==> src/logic/cfb_pkg.sv <==
package cfb_pkg;

    ////////////////////////////////////////////////////////////////////////////
    // Register indices and command codes.
    localparam int NUM_REGS   = 6;
    localparam int IDX_VOUT   = 0;
    localparam int IDX_IOUT   = 1;
    localparam int IDX_INPUT  = 2;
    localparam int IDX_TEMP   = 3;
    localparam int IDX_CML    = 4;
    localparam int IDX_VENDOR = 5;

    localparam logic [7:0] CMD_OUTPUT_VOLTAGE_STATUS = 8'h7a;
    localparam logic [7:0] CMD_OUTPUT_CURRENT_STATUS = 8'h7b;
    localparam logic [7:0] CMD_INPUT_SUPPLY_STATUS   = 8'h7c;
    localparam logic [7:0] CMD_TEMPERATURE_STATUS    = 8'h7d;
    localparam logic [7:0] CMD_COMMUNICATION_STATUS  = 8'h7e;
    localparam logic [7:0] CMD_VENDOR_FAULT_STATUS   = 8'h80;

    localparam logic [7:0] CMD_CODE [NUM_REGS] = '{
        CMD_OUTPUT_VOLTAGE_STATUS, CMD_OUTPUT_CURRENT_STATUS, CMD_INPUT_SUPPLY_STATUS,
        CMD_TEMPERATURE_STATUS, CMD_COMMUNICATION_STATUS, CMD_VENDOR_FAULT_STATUS};

    ////////////////////////////////////////////////////////////////////////////
    // Bit positions.
    localparam int BIT_OV_FAULT     = 7;
    localparam int BIT_OV_WARN      = 6;
    localparam int BIT_UV_WARN      = 5;
    localparam int BIT_UV_FAULT     = 4;
    localparam int BIT_SETPOINT     = 3;
    localparam int BIT_TON_TIMEOUT  = 2;
    localparam int BIT_OC_FAULT     = 7;
    localparam int BIT_OC_WARN      = 5;
    localparam int BIT_LOW_INPUT    = 3;
    localparam int BIT_OT_FAULT     = 7;
    localparam int BIT_OT_WARN      = 6;
    localparam int BIT_BAD_CMD      = 7;
    localparam int BIT_BAD_DATA     = 6;
    localparam int BIT_PEC_FAIL     = 5;
    localparam int BIT_MEM_FAULT    = 4;
    localparam int BIT_OTHER_COMM   = 1;
    localparam int BIT_BG_OVERTEMP  = 7;
    localparam int BIT_FSM_ZERO     = 6;
    localparam int BIT_FSM_MULTI    = 5;
    localparam int BIT_ADDR_FAIL    = 4;
    localparam int BIT_SYNC_LIVE    = 3;

    // Bits that are write-one-to-clear; the same bits are the only alert sources.
    localparam logic [7:0] RW1C_MASK [NUM_REGS] = '{
        8'hfc, 8'ha0, 8'h08, 8'hc0, 8'hf2, 8'h90};
    // Bits that hardware latches (the sync bit is live and composed on read).
    localparam logic [7:0] LATCH_MASK [NUM_REGS] = '{
        8'hfc, 8'ha0, 8'h08, 8'hc0, 8'hf2, 8'hf0};
    localparam logic [7:0] STATUS_RESET [NUM_REGS] = '{
        8'h00, 8'h00, 8'h08, 8'h00, 8'h00, 8'h00};
    localparam logic [7:0] ALERT_MASK_RESET = 8'h00;

    ////////////////////////////////////////////////////////////////////////////
    // Thresholds and counts.
    localparam int TEMP_HYST_DEGC  = 20;
    localparam int ADDR_FAIL_LIMIT = 4;

    ////////////////////////////////////////////////////////////////////////////
    // Comparator and strap levels from the analog side (asynchronous).
    typedef struct packed {
        logic ov_fault;
        logic ov_warn;
        logic uv_warn;
        logic uv_fault;
        logic oc_fault;
        logic oc_warn;
        logic vin_above_on;
        logic vin_below_off;
        logic bg_overtemp;
        logic loop_slave;
        logic clock_slave;
        logic ext_sync_present;
        logic sync_sensed;
    } cfb_analog_s;

    // One-cycle event pulses from the command decoder on mclk.
    typedef struct packed {
        logic setpoint_range;
        logic turn_on_timeout;
        logic bad_cmd;
        logic bad_data;
        logic pec_fail;
        logic mem_fault;
        logic other_comm;
    } cfb_event_s;

endpackage

==> src/logic/cfb_status_bank.sv <==
`timescale 1ns/1ns
// How it works
// - Output above overvoltage fault limit sets vout bit 7.
// - Output above overvoltage warning limit sets vout bit 6.
// - Output below undervoltage warning limit sets vout bit 5.
// - Output below undervoltage fault limit sets vout bit 4.
// - Out-of-range setpoint write attempt sets vout bit 3.
// - Turn-on timeout event sets vout bit 2.
// - Loop slave configuration holds every vout bit at zero.
// - Host writes one to clear; stored mask bit gates each writable flag onto alert.
// - Overcurrent fault sets current bit 7, overcurrent warning sets bit 5.
// - Low-input bit set from power-up until input first exceeds turn-on, no alert.
// - After first turn-on, each drop below turn-off latches low-input and alerts.
// - Temperature at or above fault/warning limit sets temperature bit 7/6.
// - A cleared temperature flag re-sets unless temperature fell 20 degrees below limit.
// - Bad command code sets comm bit 7; bad data sets comm bit 6.
// - Failed packet error check sets comm bit 5.
// - Internal memory fault sets comm bit 4; other comm fault sets bit 1.
// - Bandgap temperature over shutdown threshold sets vendor bit 7.
// - All-zero operation state sets vendor bit 6, never alerts.
// - Multi-hot operation state sets vendor bit 5, never alerts.
// - Four consecutive address resolve failures set vendor bit 4 and alert.
// - Vendor bit 3 shows live sync fault, unlatched, never alerts.
// - Summary bits follow detailed flags and cannot be written directly.
module cfb_status_bank #(
    parameter int TEMP_W  = 11,
    parameter int STATE_W = 8
) (
    // Clock and reset.
    input  wire logic                 mclk,
    input  wire logic                 sys_rst,
    // Command port from the bus decoder.
    input  wire logic [7:0]           cmd_code,
    input  wire logic                 wr_stb,
    input  wire logic                 mask_wr_stb,
    input  wire logic [7:0]           wr_data,
    input  wire logic                 rd_stb,
    input  wire logic                 clear_faults_stb,
    output logic      [7:0]           rd_data,
    output logic                      rd_ack,
    output logic                      rd_hit,
    // Detector inputs.
    input  wire cfb_pkg::cfb_analog_s ana_in,
    input  wire cfb_pkg::cfb_event_s  ev_in,
    input  wire logic [TEMP_W-1:0]    temp_reading,
    input  wire logic [TEMP_W-1:0]    ot_fault_limit,
    input  wire logic [TEMP_W-1:0]    ot_warn_limit,
    input  wire logic [STATE_W-1:0]   op_state,
    input  wire logic                 addr_sample_stb,
    input  wire logic                 addr_sample_ok,
    // Alert request and summary bits.
    output logic                      smb_alert_req,
    output logic      [5:0]           summary_out
);

    ////////////////////////////////////////////////////////////////////////////
    // Parameter checks.
    if (STATE_W < 2 || TEMP_W < 6)
    begin : g_param_chk
        $error("STATE_W must be at least 2 and TEMP_W must hold the hysteresis span");
    end

    ////////////////////////////////////////////////////////////////////////////
    // Storage.
    cfb_pkg::cfb_analog_s ana_meta_reg;
    cfb_pkg::cfb_analog_s ana_reg;
    logic [7:0]           status_reg [cfb_pkg::NUM_REGS];
    logic [7:0]           mask_reg   [cfb_pkg::NUM_REGS];
    logic [7:0]           set_vec    [cfb_pkg::NUM_REGS];
    logic [7:0]           clr_vec    [cfb_pkg::NUM_REGS];
    logic [7:0]           view_vec   [cfb_pkg::NUM_REGS];
    logic [cfb_pkg::NUM_REGS-1:0] wr_hit;
    logic                 vin_started_reg;
    logic                 vin_first_on;
    logic [1:0]           ot_hold_reg;
    logic [1:0]           ot_at_limit;
    logic [1:0]           ot_recovered;
    logic [2:0]           addr_fail_cnt_reg;
    logic                 addr_fail_hit;
    logic                 sync_live_reg;
    logic                 fsm_zero;
    logic                 fsm_multi;
    logic                 alert_next;
    logic [7:0]           rd_data_next;
    logic                 rd_hit_next;

    ////////////////////////////////////////////////////////////////////////////
    // Analog levels cross into mclk through two flops; only the second is read.
    always_ff @(posedge mclk or posedge sys_rst)
    begin
        if (sys_rst)
        begin
            ana_meta_reg <= '0;
            ana_reg      <= '0;
        end
        else
        begin
            ana_meta_reg <= ana_in;
            ana_reg      <= ana_meta_reg;
        end
    end

    ////////////////////////////////////////////////////////////////////////////
    // Temperature compare; signed, one bit wider so limit minus hysteresis cannot wrap.
    logic signed [TEMP_W:0] temp_s;
    logic signed [TEMP_W:0] lim_s [2];
    logic signed [TEMP_W:0] hyst_s;
    assign hyst_s   = (TEMP_W+1)'(cfb_pkg::TEMP_HYST_DEGC);
    assign temp_s   = {temp_reading[TEMP_W-1], temp_reading};
    assign lim_s[0] = {ot_warn_limit[TEMP_W-1], ot_warn_limit};
    assign lim_s[1] = {ot_fault_limit[TEMP_W-1], ot_fault_limit};
    always_comb
    begin
        for (int k = 0; k < 2; k++)
        begin
            ot_at_limit[k]  = temp_s >= lim_s[k];
            ot_recovered[k] = temp_s <= (lim_s[k] - hyst_s);
        end
    end

    // A hold bit remembers an over-limit episode until the 20 degree recovery.
    always_ff @(posedge mclk or posedge sys_rst)
    begin
        if (sys_rst)
        begin
            ot_hold_reg <= '0;
        end
        else
        begin
            ot_hold_reg <= ot_at_limit | (ot_hold_reg & ~ot_recovered);
        end
    end

    ////////////////////////////////////////////////////////////////////////////
    // Input start tracking; the low-input bit only latches after first turn-on.
    assign vin_first_on = !vin_started_reg && ana_reg.vin_above_on;
    always_ff @(posedge mclk or posedge sys_rst)
    begin
        if (sys_rst)
        begin
            vin_started_reg <= 1'b0;
        end
        else if (vin_first_on)
        begin
            vin_started_reg <= 1'b1;
        end
    end

    ////////////////////////////////////////////////////////////////////////////
    // Address resolve failures; a passing sample restarts the run of four.
    assign addr_fail_hit = addr_sample_stb && !addr_sample_ok
                           && (addr_fail_cnt_reg == 3'(cfb_pkg::ADDR_FAIL_LIMIT - 1));
    always_ff @(posedge mclk or posedge sys_rst)
    begin
        if (sys_rst)
        begin
            addr_fail_cnt_reg <= '0;
        end
        else if (addr_sample_stb)
        begin
            addr_fail_cnt_reg <= (addr_sample_ok || addr_fail_hit)
                                 ? 3'h0 : addr_fail_cnt_reg + 3'h1;
        end
    end

    ////////////////////////////////////////////////////////////////////////////
    // Illegal operation state detection on the one-hot vector.
    assign fsm_zero  = (op_state == '0);
    assign fsm_multi = ((op_state & (op_state - STATE_W'(1))) != '0);

    // Sync fault is a plain live level, registered only to keep timing clean.
    always_ff @(posedge mclk or posedge sys_rst)
    begin
        if (sys_rst)
        begin
            sync_live_reg <= 1'b0;
        end
        else
        begin
            sync_live_reg <= ana_reg.clock_slave ? !ana_reg.ext_sync_present
                                                 : !ana_reg.sync_sensed;
        end
    end

    ////////////////////////////////////////////////////////////////////////////
    // Set terms per register.
    always_comb
    begin
        for (int i = 0; i < cfb_pkg::NUM_REGS; i++)
        begin
            set_vec[i] = '0;
        end
        set_vec[cfb_pkg::IDX_VOUT][cfb_pkg::BIT_OV_FAULT]     = ana_reg.ov_fault;
        set_vec[cfb_pkg::IDX_VOUT][cfb_pkg::BIT_OV_WARN]      = ana_reg.ov_warn;
        set_vec[cfb_pkg::IDX_VOUT][cfb_pkg::BIT_UV_WARN]      = ana_reg.uv_warn;
        set_vec[cfb_pkg::IDX_VOUT][cfb_pkg::BIT_UV_FAULT]     = ana_reg.uv_fault;
        set_vec[cfb_pkg::IDX_VOUT][cfb_pkg::BIT_SETPOINT]     = ev_in.setpoint_range;
        set_vec[cfb_pkg::IDX_VOUT][cfb_pkg::BIT_TON_TIMEOUT]  = ev_in.turn_on_timeout;
        if (ana_reg.loop_slave)
        begin
            set_vec[cfb_pkg::IDX_VOUT] = '0;
        end
        set_vec[cfb_pkg::IDX_IOUT][cfb_pkg::BIT_OC_FAULT]     = ana_reg.oc_fault;
        set_vec[cfb_pkg::IDX_IOUT][cfb_pkg::BIT_OC_WARN]      = ana_reg.oc_warn;
        set_vec[cfb_pkg::IDX_INPUT][cfb_pkg::BIT_LOW_INPUT]   =
            vin_started_reg && ana_reg.vin_below_off;
        set_vec[cfb_pkg::IDX_TEMP][cfb_pkg::BIT_OT_FAULT]     =
            ot_at_limit[1] || ot_hold_reg[1];
        set_vec[cfb_pkg::IDX_TEMP][cfb_pkg::BIT_OT_WARN]      =
            ot_at_limit[0] || ot_hold_reg[0];
        set_vec[cfb_pkg::IDX_CML][cfb_pkg::BIT_BAD_CMD]       = ev_in.bad_cmd;
        set_vec[cfb_pkg::IDX_CML][cfb_pkg::BIT_BAD_DATA]      = ev_in.bad_data;
        set_vec[cfb_pkg::IDX_CML][cfb_pkg::BIT_PEC_FAIL]      = ev_in.pec_fail;
        set_vec[cfb_pkg::IDX_CML][cfb_pkg::BIT_MEM_FAULT]     = ev_in.mem_fault;
        set_vec[cfb_pkg::IDX_CML][cfb_pkg::BIT_OTHER_COMM]    = ev_in.other_comm;
        set_vec[cfb_pkg::IDX_VENDOR][cfb_pkg::BIT_BG_OVERTEMP] = ana_reg.bg_overtemp;
        set_vec[cfb_pkg::IDX_VENDOR][cfb_pkg::BIT_FSM_ZERO]   = fsm_zero;
        set_vec[cfb_pkg::IDX_VENDOR][cfb_pkg::BIT_FSM_MULTI]  = fsm_multi;
        set_vec[cfb_pkg::IDX_VENDOR][cfb_pkg::BIT_ADDR_FAIL]  = addr_fail_hit;
    end

    ////////////////////////////////////////////////////////////////////////////
    // Clear terms: write-one on writable bits, or the clear-faults command.
    // The read-only illegal-state bits only fall on clear-faults.
    always_comb
    begin
        for (int i = 0; i < cfb_pkg::NUM_REGS; i++)
        begin
            wr_hit[i]  = wr_stb && (cmd_code == cfb_pkg::CMD_CODE[i]);
            clr_vec[i] = (wr_hit[i] ? (wr_data & cfb_pkg::RW1C_MASK[i]) : 8'h00)
                         | (clear_faults_stb ? cfb_pkg::LATCH_MASK[i] : 8'h00);
        end
        if (ana_reg.loop_slave)
        begin
            clr_vec[cfb_pkg::IDX_VOUT] = 8'hff;
        end
    end

    ////////////////////////////////////////////////////////////////////////////
    // Flag storage; a set in the same cycle as a clear wins so no event is lost.
    always_ff @(posedge mclk or posedge sys_rst)
    begin
        if (sys_rst)
        begin
            for (int i = 0; i < cfb_pkg::NUM_REGS; i++)
            begin
                status_reg[i] <= cfb_pkg::STATUS_RESET[i];
            end
        end
        else
        begin
            for (int i = 0; i < cfb_pkg::NUM_REGS; i++)
            begin
                status_reg[i] <= ((status_reg[i] & ~clr_vec[i]) | set_vec[i])
                                 & cfb_pkg::LATCH_MASK[i];
            end
            // Low input is held set until first turn-on, then released once.
            if (!vin_started_reg)
            begin
                status_reg[cfb_pkg::IDX_INPUT][cfb_pkg::BIT_LOW_INPUT] <= !vin_first_on;
            end
        end
    end

    ////////////////////////////////////////////////////////////////////////////
    // Alert mask copies; only writable bit positions hold a mask.
    always_ff @(posedge mclk or posedge sys_rst)
    begin
        if (sys_rst)
        begin
            for (int i = 0; i < cfb_pkg::NUM_REGS; i++)
            begin
                mask_reg[i] <= cfb_pkg::ALERT_MASK_RESET;
            end
        end
        else if (mask_wr_stb)
        begin
            for (int i = 0; i < cfb_pkg::NUM_REGS; i++)
            begin
                if (cmd_code == cfb_pkg::CMD_CODE[i])
                begin
                    mask_reg[i] <= wr_data & cfb_pkg::RW1C_MASK[i];
                end
            end
        end
    end

    ////////////////////////////////////////////////////////////////////////////
    // Readable view with the live sync bit merged; alert from unmasked sources.
    always_comb
    begin
        alert_next   = 1'b0;
        rd_data_next = 8'h00;
        rd_hit_next  = 1'b0;
        for (int i = 0; i < cfb_pkg::NUM_REGS; i++)
        begin
            view_vec[i] = status_reg[i];
            // Start-up low input must not raise the alert.
            if (i != cfb_pkg::IDX_INPUT || vin_started_reg)
            begin
                alert_next = alert_next
                    | (|(status_reg[i] & cfb_pkg::RW1C_MASK[i] & ~mask_reg[i]));
            end
        end
        view_vec[cfb_pkg::IDX_VENDOR][cfb_pkg::BIT_SYNC_LIVE] = sync_live_reg;
        for (int i = 0; i < cfb_pkg::NUM_REGS; i++)
        begin
            if (cmd_code == cfb_pkg::CMD_CODE[i])
            begin
                rd_data_next = view_vec[i];
                rd_hit_next  = 1'b1;
            end
        end
    end

    ////////////////////////////////////////////////////////////////////////////
    // Registered outputs; summary bits are pure functions of the flags.
    always_ff @(posedge mclk or posedge sys_rst)
    begin
        if (sys_rst)
        begin
            rd_data       <= 8'h00;
            rd_ack        <= 1'b0;
            rd_hit        <= 1'b0;
            smb_alert_req <= 1'b0;
            summary_out   <= '0;
        end
        else
        begin
            rd_ack        <= rd_stb;
            rd_hit        <= rd_stb && rd_hit_next;
            rd_data       <= rd_stb ? rd_data_next : 8'h00;
            smb_alert_req <= alert_next;
            for (int i = 0; i < cfb_pkg::NUM_REGS; i++)
            begin
                summary_out[i] <= |view_vec[i];
            end
        end
    end
endmodule

==> config.mk <==
export PLATFORM = sky130hd
export DESIGN_NAME = cfb_status_bank
export DESIGN_NICKNAME = d
export VERILOG_FILES = /design/src/logic/cfb_pkg.sv /design/src/logic/cfb_status_bank.sv
export SDC_FILE = /design/constraint.sdc
export NUM_CORES = 1
export LEC_CHECK = 0
export ABC_CLOCK_PERIOD_IN_PS = 5950
export BUFFER_PORTS_ARGS = -buffer_cell sky130_fd_sc_hd__clkbuf_2
export CELL_PAD_IN_SITES_DETAIL_PLACEMENT = 1
export CELL_PAD_IN_SITES_GLOBAL_PLACEMENT = 1
export CORE_ASPECT_RATIO = 1.2
export CORE_UTILIZATION = 29
export DETAILED_ROUTE_END_ITERATION = 16
export MAX_ROUTING_LAYER = met4
export PLACE_DENSITY = 0.59
export SYNTH_ARGS = -nofsm -noshare
export SYNTH_HDL_FRONTEND = slang
export SYNTH_SLANG_ARGS = --single-unit
==> constraint.sdc <==
create_clock -name mclk -period 5.95 [get_ports mclk]
set_input_delay 1.19 -clock mclk [delete_from_list [all_inputs] [get_ports mclk]]
set_output_delay 1.19 -clock mclk [all_outputs]
set_load 0.005 [all_outputs]
### Word level (Yosys, flattened, before mapping)

Index checks and enable logic that the tools add are counted.

* register bits: 88
* input port bits: 85
* output and inout bits: 17
* word-level logic and storage cells: 176

* $add $sub $neg: 4
* order comparisons: 4
* equality and inequality tests: 7
* multiplexer cells: 31
* bitwise operators: 45
* reductions and logical operators: 38

Operators with widths (count)
* $mux W8: 19
* $and A8 B8 Y8: 11
* $not A8 Y8: 10
* $or A8 B8 Y8: 10
* $reduce_or A8 Y1: 6
* $eq A8 B7 Y1 const B: 5
* $le A11 B12 Y1: 2
* $sub A11 B6 Y12 const B: 2
* $ge A11 B11 Y1: 2
* $reduce_and A2 Y1: 6
* $logic_and A1 B1 Y1: 11
* $reduce_or A5 Y1: 2
* $mux W1: 9
* $and A4 B8 Y8: 1
* $eq A8 B8 Y1 const B: 1
* $logic_not A8 Y1: 1
* $mux W4: 2
* $not A4 Y8: 1
* $or A4 B4 Y4: 2
* $reduce_bool A8 Y1: 1
* $sub A8 B1 Y8 const B: 1
* $reduce_or A6 Y1: 1
* $logic_not A1 Y1: 5
* $or A1 B1 Y1: 5
* other kinds (10): 13

### Longest topological paths before layout

Gate-level depths: netlist of the first run.

* depth in word-level cells: 9
* gate-level depth with buffers: 12
* mapped depth without buffers: 12

### Worst setup path before layout of the first run

Ideal clock, no wire load.

* path kind: in2reg
* start point: in ot_warn_limit[8]
* end point: reg ot_hold_reg[0]
* library setup time: 0.140 ns
* data arrival time: 2.882 ns
* data required time: 5.810 ns
* path slack: 2.928 ns
* stages on the path: 10
* path buffers: 0
* cells stage by stage: nor4_1 nand2_1 nor2_1 xnor2_1 ha_1 a21oi_1 nand2_1 a221oi_1 mux2i_1 o21ai_0

* cells in the longest elaborated chain, start to end: 5
* elaborated cells on any way between the ends: 6
* classes of those cells: add/sub: 1; order compare: 2; bitwise: 3

Ends and longest elaborated chain
* start, declared: RTL line cfb_status_bank.sv:47 `input wire logic [TEMP_W-1:0] ot_warn_limit,`
* $sub A11 B6 Y12: RTL line cfb_status_bank.sv:117 `ot_recovered[k] = temp_s <= (lim_s[k] - hyst_s);`
* $le A11 B12 Y1: RTL line cfb_status_bank.sv:117
* $not A2 Y2: RTL line cfb_status_bank.sv:130 `ot_hold_reg <= ot_at_limit | (ot_hold_reg & ~ot_recovered);`
* $and A2 B2 Y2: RTL line cfb_status_bank.sv:130
* $or A2 B2 Y2 (*): RTL line cfb_status_bank.sv:130
* end signal, assigned: RTL line cfb_status_bank.sv:130
* end, declared: RTL line cfb_status_bank.sv:75 `logic [1:0] ot_hold_reg;`

Mark *: on every way between the ends. The rest lies on a longest branch, timed or not.
A chain may end at the register's enable or synchronous reset.

### Worst setup path after layout of the first run

* start point: in ot_warn_limit[5]
* end point: reg ot_hold_reg[0]

The elaborated chain is that of the path after synthesis.

==> out/qor.yml, run 1 <==
run_status:
  outcome: "completed"
job:
  drv_cap: 0
critical_path:
  cp_cell_sequence: "clkbuf_2, nor4_1, nand2_1, nor2_1, xnor2_1, ha_1, a21oi_1, nand2_1, a221oi_1, mux2i_1, o21ai_0"
  cpMaxStageDelayCell: "nor4_1"
  max_stage_delay_ns: 0.46
  critical_path_buf_inv_count: 1
  critical_path_arrival_ns: 3.27
  critPathRequiredTime_ns: 6.14
  r2r-start: "status_reg[23]"
  rr_endpoint: "rd_data[7]"
  r2r_cells: 5
  cp-start-kind: "primary input"
  critPathCaptureType: "flip-flop"
  path_class: "primary input to flip-flop"
  r2r_slack_ns: 4.54
  cp.depth: 11
  path_delay_family: "simple AND/OR/NAND/NOR gates"
  crit_path_frequent_cell: "nand2_1"
  crit_fanout: 5
  crit_start: "ot_warn_limit[5]"
  critical_path.endpoint: "ot_hold_reg[0]"
synth:
  async_flop_share_pct: 100
  syn_area_um2: 4690
  ys_warn_count: 0
  synth_ff_type: "dfrtp_1"
  ys_ff_latch: 87
  synth_area_per_cell_um2: 10.4
  syn-num-nets: 583
  synth-edff-count: 0
  synth.yosys.seq_area_share_pct: 46.5
  syn_inst: 452
  ys_types: 62
floorplan:
  coreArea_um2: 15700
  die_y_um: 141
  initial_utilization_pct: 29.9
  core.rowCount: 50
  die-width_um: 118
  boundaryPins: 102
  die-area_um2: 16700
power_and_ir_drop:
  p_int_w: 0.00104
  p_clk_share_pct: 39.4
  seq_power_share_pct: 45.8
  peakVddDrop_mv: 0.107
  powerDensity_nw_per_um2: 245
  p_leak_nw: 2.74
  comb_power_share_pct: 14.8
  switching_share_pct: 25.9
  power_w: 0.00140
  p_sw_w: 0.000363
global_routing:
  track_usage_pct: 16.8
  grt_use_met1_pct: 18.3
  top_usage_layer: "met2"
  use_met3_pct: 4.22
  use_met2_pct: 30.1
  grt_pass1_wl_um: 21100
  grt_overflow: 0
  grt_max_degree: 64
  grt_pass1_vias: 4139
  antenna_found_initial: 0
sta:
  finalHoldViolCount: 0
  rsz0062_at_grt: "no"
  period_minus_slack_ns: 3.07
  setup-tns-final_ns: 0
  clock-skew-final_ns: 0.00689
  fmax_mhz: 325
  setup_viol: 0
  fin_crit_sh_pct: 51.7
  worst_pin_slew_ns: 0.806
  finalMaxSlewViolations: 0
  timing.slew.headroom_pct: 46.3
clock_network:
  clk_path_buf_depth: 2
  holdBufCountCts: 0
  clkTransAtPathRegs_ns: 0.06
  cts_resized: 0
  clk_latency_ns: 0.34
  clock-sinks: 87
  h-tree-depth: 3
  tritoncts: "built"
  cts_root_buf: "clkbuf_16"
  postCtsSetupRepairBufs: 0
  numCtsBuffers: 9
final_layout:
  largest_reg_flops: 20
  nNetsFinal: 686
  diodes: 0
  drive_gt1_share_pct: 27.7
  synthToLayoutAreaGrowth_pct: 21.8
detailed_routing:
  drtAntennaViolNets: 0
  post-route-drc-count: 0
  wl_per_cell_um: 16.6
  drt_iter0_drc: 122
  dr.pass1.iters: 4
  via_per_inst: 4.94
  num_vias: 3792
  wl_um: 12800
placed_design:
  io_buffer_count: 99
  gp_congestion: 0.859
  dp_hpwl_um: 10500
worst_hold_path:
  hold_path.class: "flip-flop to flip-flop"
[Yosys cell counts (3+ instances only)]
| cell type | instances | share of area [%] |
|---|---|---|
| nand3b_1 | 4 | 0.64 |
| a21o_1 | 3 | 0.48 |
| inv_1 | 50 | 4.0 |
| xnor2_1 | 10 | 1.9 |
| a31oi_1 | 8 | 1.1 |
| nor2b_1 | 4 | 0.53 |
| and3_1 | 6 | 0.80 |
| ha_1 | 46 | 12 |
| clkbuf_1 | 3 | 0.24 |
| nand3_1 | 30 | 3.2 |
| nor4_1 | 8 | 1.1 |
| nand4_1 | 7 | 0.93 |
| nor3_1 | 6 | 0.64 |
| a21oi_1 | 20 | 2.1 |
| a211oi_1 | 6 | 0.96 |
| mux2_2 | 18 | 4.3 |
| nor2_1 | 28 | 2.2 |
| o22ai_1 | 6 | 0.80 |
| dfrtp_1 | 86 | 46 |
| a31o_2 | 8 | 1.5 |
| a22oi_1 | 3 | 0.48 |
| nand2_1 | 19 | 1.5 |
| o21ai_0 | 16 | 1.7 |
| mux2i_1 | 5 | 1.1 |
| nand2b_1 | 3 | 0.40 |
[layout make-up]
type | count | area [µm²]
multi-input combinational | 306 | 2280
tap | 208 | 260
clock buffer | 9 | 225
fill | 1817 | 9990
clock inverter | 6 | 70.1
timing repair buffer | 100 | 503
inverter | 51 | 193
sequential | 87 | 2180
[routing by layer]
layer  part of all wire (%)  wire length (µm)
met5                      0                 0
met4                    1.4               180
met3                    5.1               654
met2                     52              6620
met1                     42              5310
[through the flow]
step / util, % / hold slack, ns / instance area [µm²] / setup slack [ns] / cells
after global routing: 36.4 / 0.357 / 5710 / 2.61 / 767
after floorplan: - / 0.331 / 4690 / 2.51 / 452
final: 36.4 / 0.345 / 5710 / 2.88 / 767
after detailed placement: 34.5 / 0.336 / 5410 / 2.53 / 752
after CTS: 36.4 / 0.348 / 5710 / 2.89 / 767
after global placement: 34.5 / 0.333 / 5410 / 2.57 / 752
[power by group through the flow]
stage / Clock (W) / Combinational [W] / Sequential, W
floorplan: 0 / 0.000126 / 0.000645
global placement: 0 / 0.000201 / 0.000651
detailed placement: 0 / 0.000211 / 0.000652
CTS: 0.000575 / 0.000212 / 0.000641
global route: 0.000594 / 0.000238 / 0.000644
finish: 0.000550 / 0.000207 / 0.000641
[cells by family (layout without fill, tap and decap cells)]
kind of cell | after synthesis | after routing | synth area share [%]
flip-flops | 87 | 87 | 46.5
XOR/XNOR | 12 | 12 | 2.24
AO/OA/AOI/OAI | 89 | 89 | 12.9
adder cells (fa/ha/maj) | 48 | 48 | 12.7
multiplexers | 23 | 23 | 5.39
other | 1 | 1 | 0.0800
AND/OR/NAND/NOR | 133 | 133 | 15.2
buffers and inverters | 59 | 166 | 4.91
[cells in the final DEF (no fill, tap or decap), types with 3 or more instances in the layout]
cell type	count
a211oi_1	6
a21o_1	3
a21oi_1	20
a22oi_1	3
a31o_2	8
a31oi_1	8
and3_1	6
clkbuf_16	9
clkbuf_2	99
clkinvlp_4	3
dfrtp_1	86
ha_1	46
inv_1	49
mux2_2	18
mux2i_1	5
nand2_1	19
nand2b_1	3
nand3_1	30
nand3b_1	4
nand4_1	7
nor2_1	28
nor2b_1	4
nor3_1	6
nor4_1	8
o21ai_0	16
o22ai_1	6
xnor2_1	10
[worst min path at each step]
stage / start / slack, ns / to / cells after the start
final: ana_meta_reg[12] / 0.34 / ana_reg[12] / 0
after global routing: ana_meta_reg[12] / 0.36 / ana_reg[12] / 0
after CTS: ana_meta_reg[12] / 0.35 / ana_reg[12] / 0
after detailed placement: ana_meta_reg[12] / 0.34 / ana_reg[12] / 0
after global placement: ana_meta_reg[1] / 0.33 / ana_reg[1] / 0
after floorplan: ana_meta_reg[0] / 0.33 / ana_reg[0] / 0
No activity file was read; power rests on OpenSTA's default activity.
==> run 2: changes to the inputs <==
ABC_AREA = 1   (was unset)
ABC_CLOCK_PERIOD_IN_PS = 2870   (was 5950)
PLACE_DENSITY = 0.61   (was 0.59)
clock period = 2.87 ns   (was 5.95 ns; I/O delays follow)
==> out/qor.yml, run 2 <==
clock_network:
  clock-sinks: 87
  clk_latency_ns: 0.34
  tritoncts: "built"
  h-tree-depth: 3
  clkTransAtPathRegs_ns: 0.07
  cts_root_buf: "clkbuf_16"
  postCtsSetupRepairBufs: 0
  cts_resized: 0
  holdBufCountCts: 0
  numCtsBuffers: 9
  clk_path_buf_depth: 2
critical_path:
  cp_cell_sequence: "clkbuf_2, inv_1, ha_1, o21ai_0, nor2_1, nand3_1, xor2_1, ha_1, nand2_1, nor2_1, and2_1, nand2_1, nand3_1, nand2_1, nand3_1, nand2_1"
  critPathCaptureType: "flip-flop"
  max_stage_delay_ns: 0.27
  cp-start-kind: "primary input"
  critPathRequiredTime_ns: 3.10
  critical_path_buf_inv_count: 2
  path_class: "primary input to flip-flop"
  cpMaxStageDelayCell: "ha_1"
  critical_path_arrival_ns: 2.50
  path_delay_family: "simple AND/OR/NAND/NOR gates"
  crit_path_frequent_cell: "nand2_1"
  crit_fanout: 3
final_layout:
  final_common_cell: "nand2_1"
  synthToLayoutAreaGrowth_pct: 21.6
  seq_area_um2: 2180
  largest_reg_flops: 20
  diodes: 0
  multiInputGateArea_um2: 2380
  nFillCells: 2112
  post_layout_nonfiller_instances: 949
  nNetsFinal: 859
  final_cell_mix: "147 x nand2_1, 106 x inv_1, 99 x clkbuf_2"
  drive_gt1_share_pct: 20.2
global_routing:
  grt_overflow: 0
  grt_pass1_vias: 4652
  grt_pass1_wl_um: 22800
  grt_max_degree: 37
  track_usage_pct: 16.8
  antenna_found_initial: 0
detailed_routing:
  post-route-drc-count: 0
  dr.pass1.iters: 4
  drt_iter0_drc: 170
  wl_um: 14000
  wl_per_cell_um: 14.7
  drtAntennaViolNets: 0
  via_per_inst: 4.66
  num_vias: 4422
sta:
  fin_crit_sh_pct: 79.3
  period_minus_slack_ns: 2.27
  timing.slew.headroom_pct: 55.0
  rsz0062_at_grt: "no"
  worst_pin_slew_ns: 0.674
  setup_viol: 0
  fmax_mhz: 440
  clock-skew-final_ns: 0.00468
  fin_ws_ns: 0.595
  setup-tns-final_ns: 0
  finalHoldViolCount: 0
  finalMaxSlewViolations: 0
floorplan:
  coreArea_um2: 16900
  die-width_um: 122
  die_y_um: 146
  die-area_um2: 17800
  initial_utilization_pct: 29.7
  boundaryPins: 102
  core.rowCount: 52
synth:
  async_flop_share_pct: 100
  synth.yosys.seq_area_share_pct: 43.4
  synth_ff_type: "dfrtp_1"
  syn-num-nets: 749
  synth_area_leaders: "dfrtp_1 43%, ha_1 11%, nand2_1 11%, inv_1 8.0%, nand3_1 3.8%"
  yosysTopAreaCell: "dfrtp_1"
  synth_top_area_share_pct: 42.9
  syn_area_um2: 5020
  ys_ff_latch: 87
  synth_common_cells: "147 x nand2_1, 107 x inv_1, 86 x dfrtp_1, 46 x ha_1, 46 x nor2_1"
  synth-edff-count: 0
  yosysMostFrequentCell: "nand2_1"
  ys_types: 39
  ys_warn_count: 0
  synth_area_per_cell_um2: 8.12
  syn_inst: 618
worst_hold_path:
  hold_path.class: "primary input to asynchronous set/reset pin"
placed_design:
  dp_slack_ns: 0.193
  dp_hpwl_um: 11600
  io_buffer_count: 99
  gp_congestion: 0.862
  dp_cells: 933
power_and_ir_drop:
  p_leak_nw: 3.31
  power_w: 0.00301
  powerDensity_nw_per_um2: 494
  peakVddDrop_mv: 0.265
job:
  drv_cap: 0
run_status:
  outcome: "completed"
## run 2: path summary, 6_finish.rpt
| path | startpoint | end | slack, ns | depth (start not counted) |
|---|---|---|---|---|
| worst max register to register | addr_fail_cnt_reg[0] | addr_fail_cnt_reg[0] | 1.64 | 5 |
| min in group mclk | ana_in[0] | ana_meta_reg[0] | 0.33 | 1 |
| max in group asynchronous | sys_rst | status_reg[27] | 1.89 | 3 |
| worst max-delay path | ot_fault_limit[2] | ot_hold_reg[1] | 0.60 | 16 |
| worst min register to register | ana_meta_reg[6] | ana_reg[6] | 0.35 | 0 |
| worst min-delay path | sys_rst | ana_meta_reg[0] | 0.29 | 2 |
## run 2: area by class of cell
| cell class | count | share of cell area [%] |
|---|---|---|
| timing repair buffer | 104 | 8.94 |
| tap | 216 | 4.43 |
| sequential | 87 | 35.7 |
| multi-input combinational | 413 | 39.0 |
| inverter | 113 | 6.97 |
| clock buffer | 9 | 3.69 |
| clock inverter | 7 | 1.27 |
## run 2: logic make-up after synthesis
family / count (synthesis) / synth area share, %
compound gates: 81 / 9.65
xor+xnor: 12 / 2.09
fa+ha+maj: 46 / 11.5
buf+inv: 118 / 9.20
flops: 87 / 43.4
mux: 2 / 0.424
other cells: 1 / 0.0747
simple gates: 271 / 23.7
## run 2: per-stage QoR
step / util, % / hold WS (ns) / instance area (µm²)
2_1_floorplan: - / 0.331 / 5020
3_3_place_gp: 34.3 / 0.333 / 5800
4_1_cts: 36.1 / 0.300 / 6100
5_1_grt: 36.1 / 0.319 / 6100
3_5_place_dp: 34.3 / 0.336 / 5800
6_report: 36.1 / 0.285 / 6100
## run 2: layer usage
| layer | up-vias | track usage [%] | routed length, µm |
|---|---|---|---|
| met1 | 2087 | 19.0 | 5900 |
| li1 | 2214 | - | - |
| met3 | 20 | 1.84 | 482 |
| met5 | - | - | 0 |
| met2 | 101 | 30.2 | 7260 |
| met4 | 0 | 5.98 | 313 |
## run 2: where the power goes
group | switching, W | internal (W) | leakage (nW)
clock network | 0.000506 | 0.000683 | 0.147
logic | 0.000303 | 0.000190 | 2.11
registers | 0.0000363 | 0.00129 | 1.05
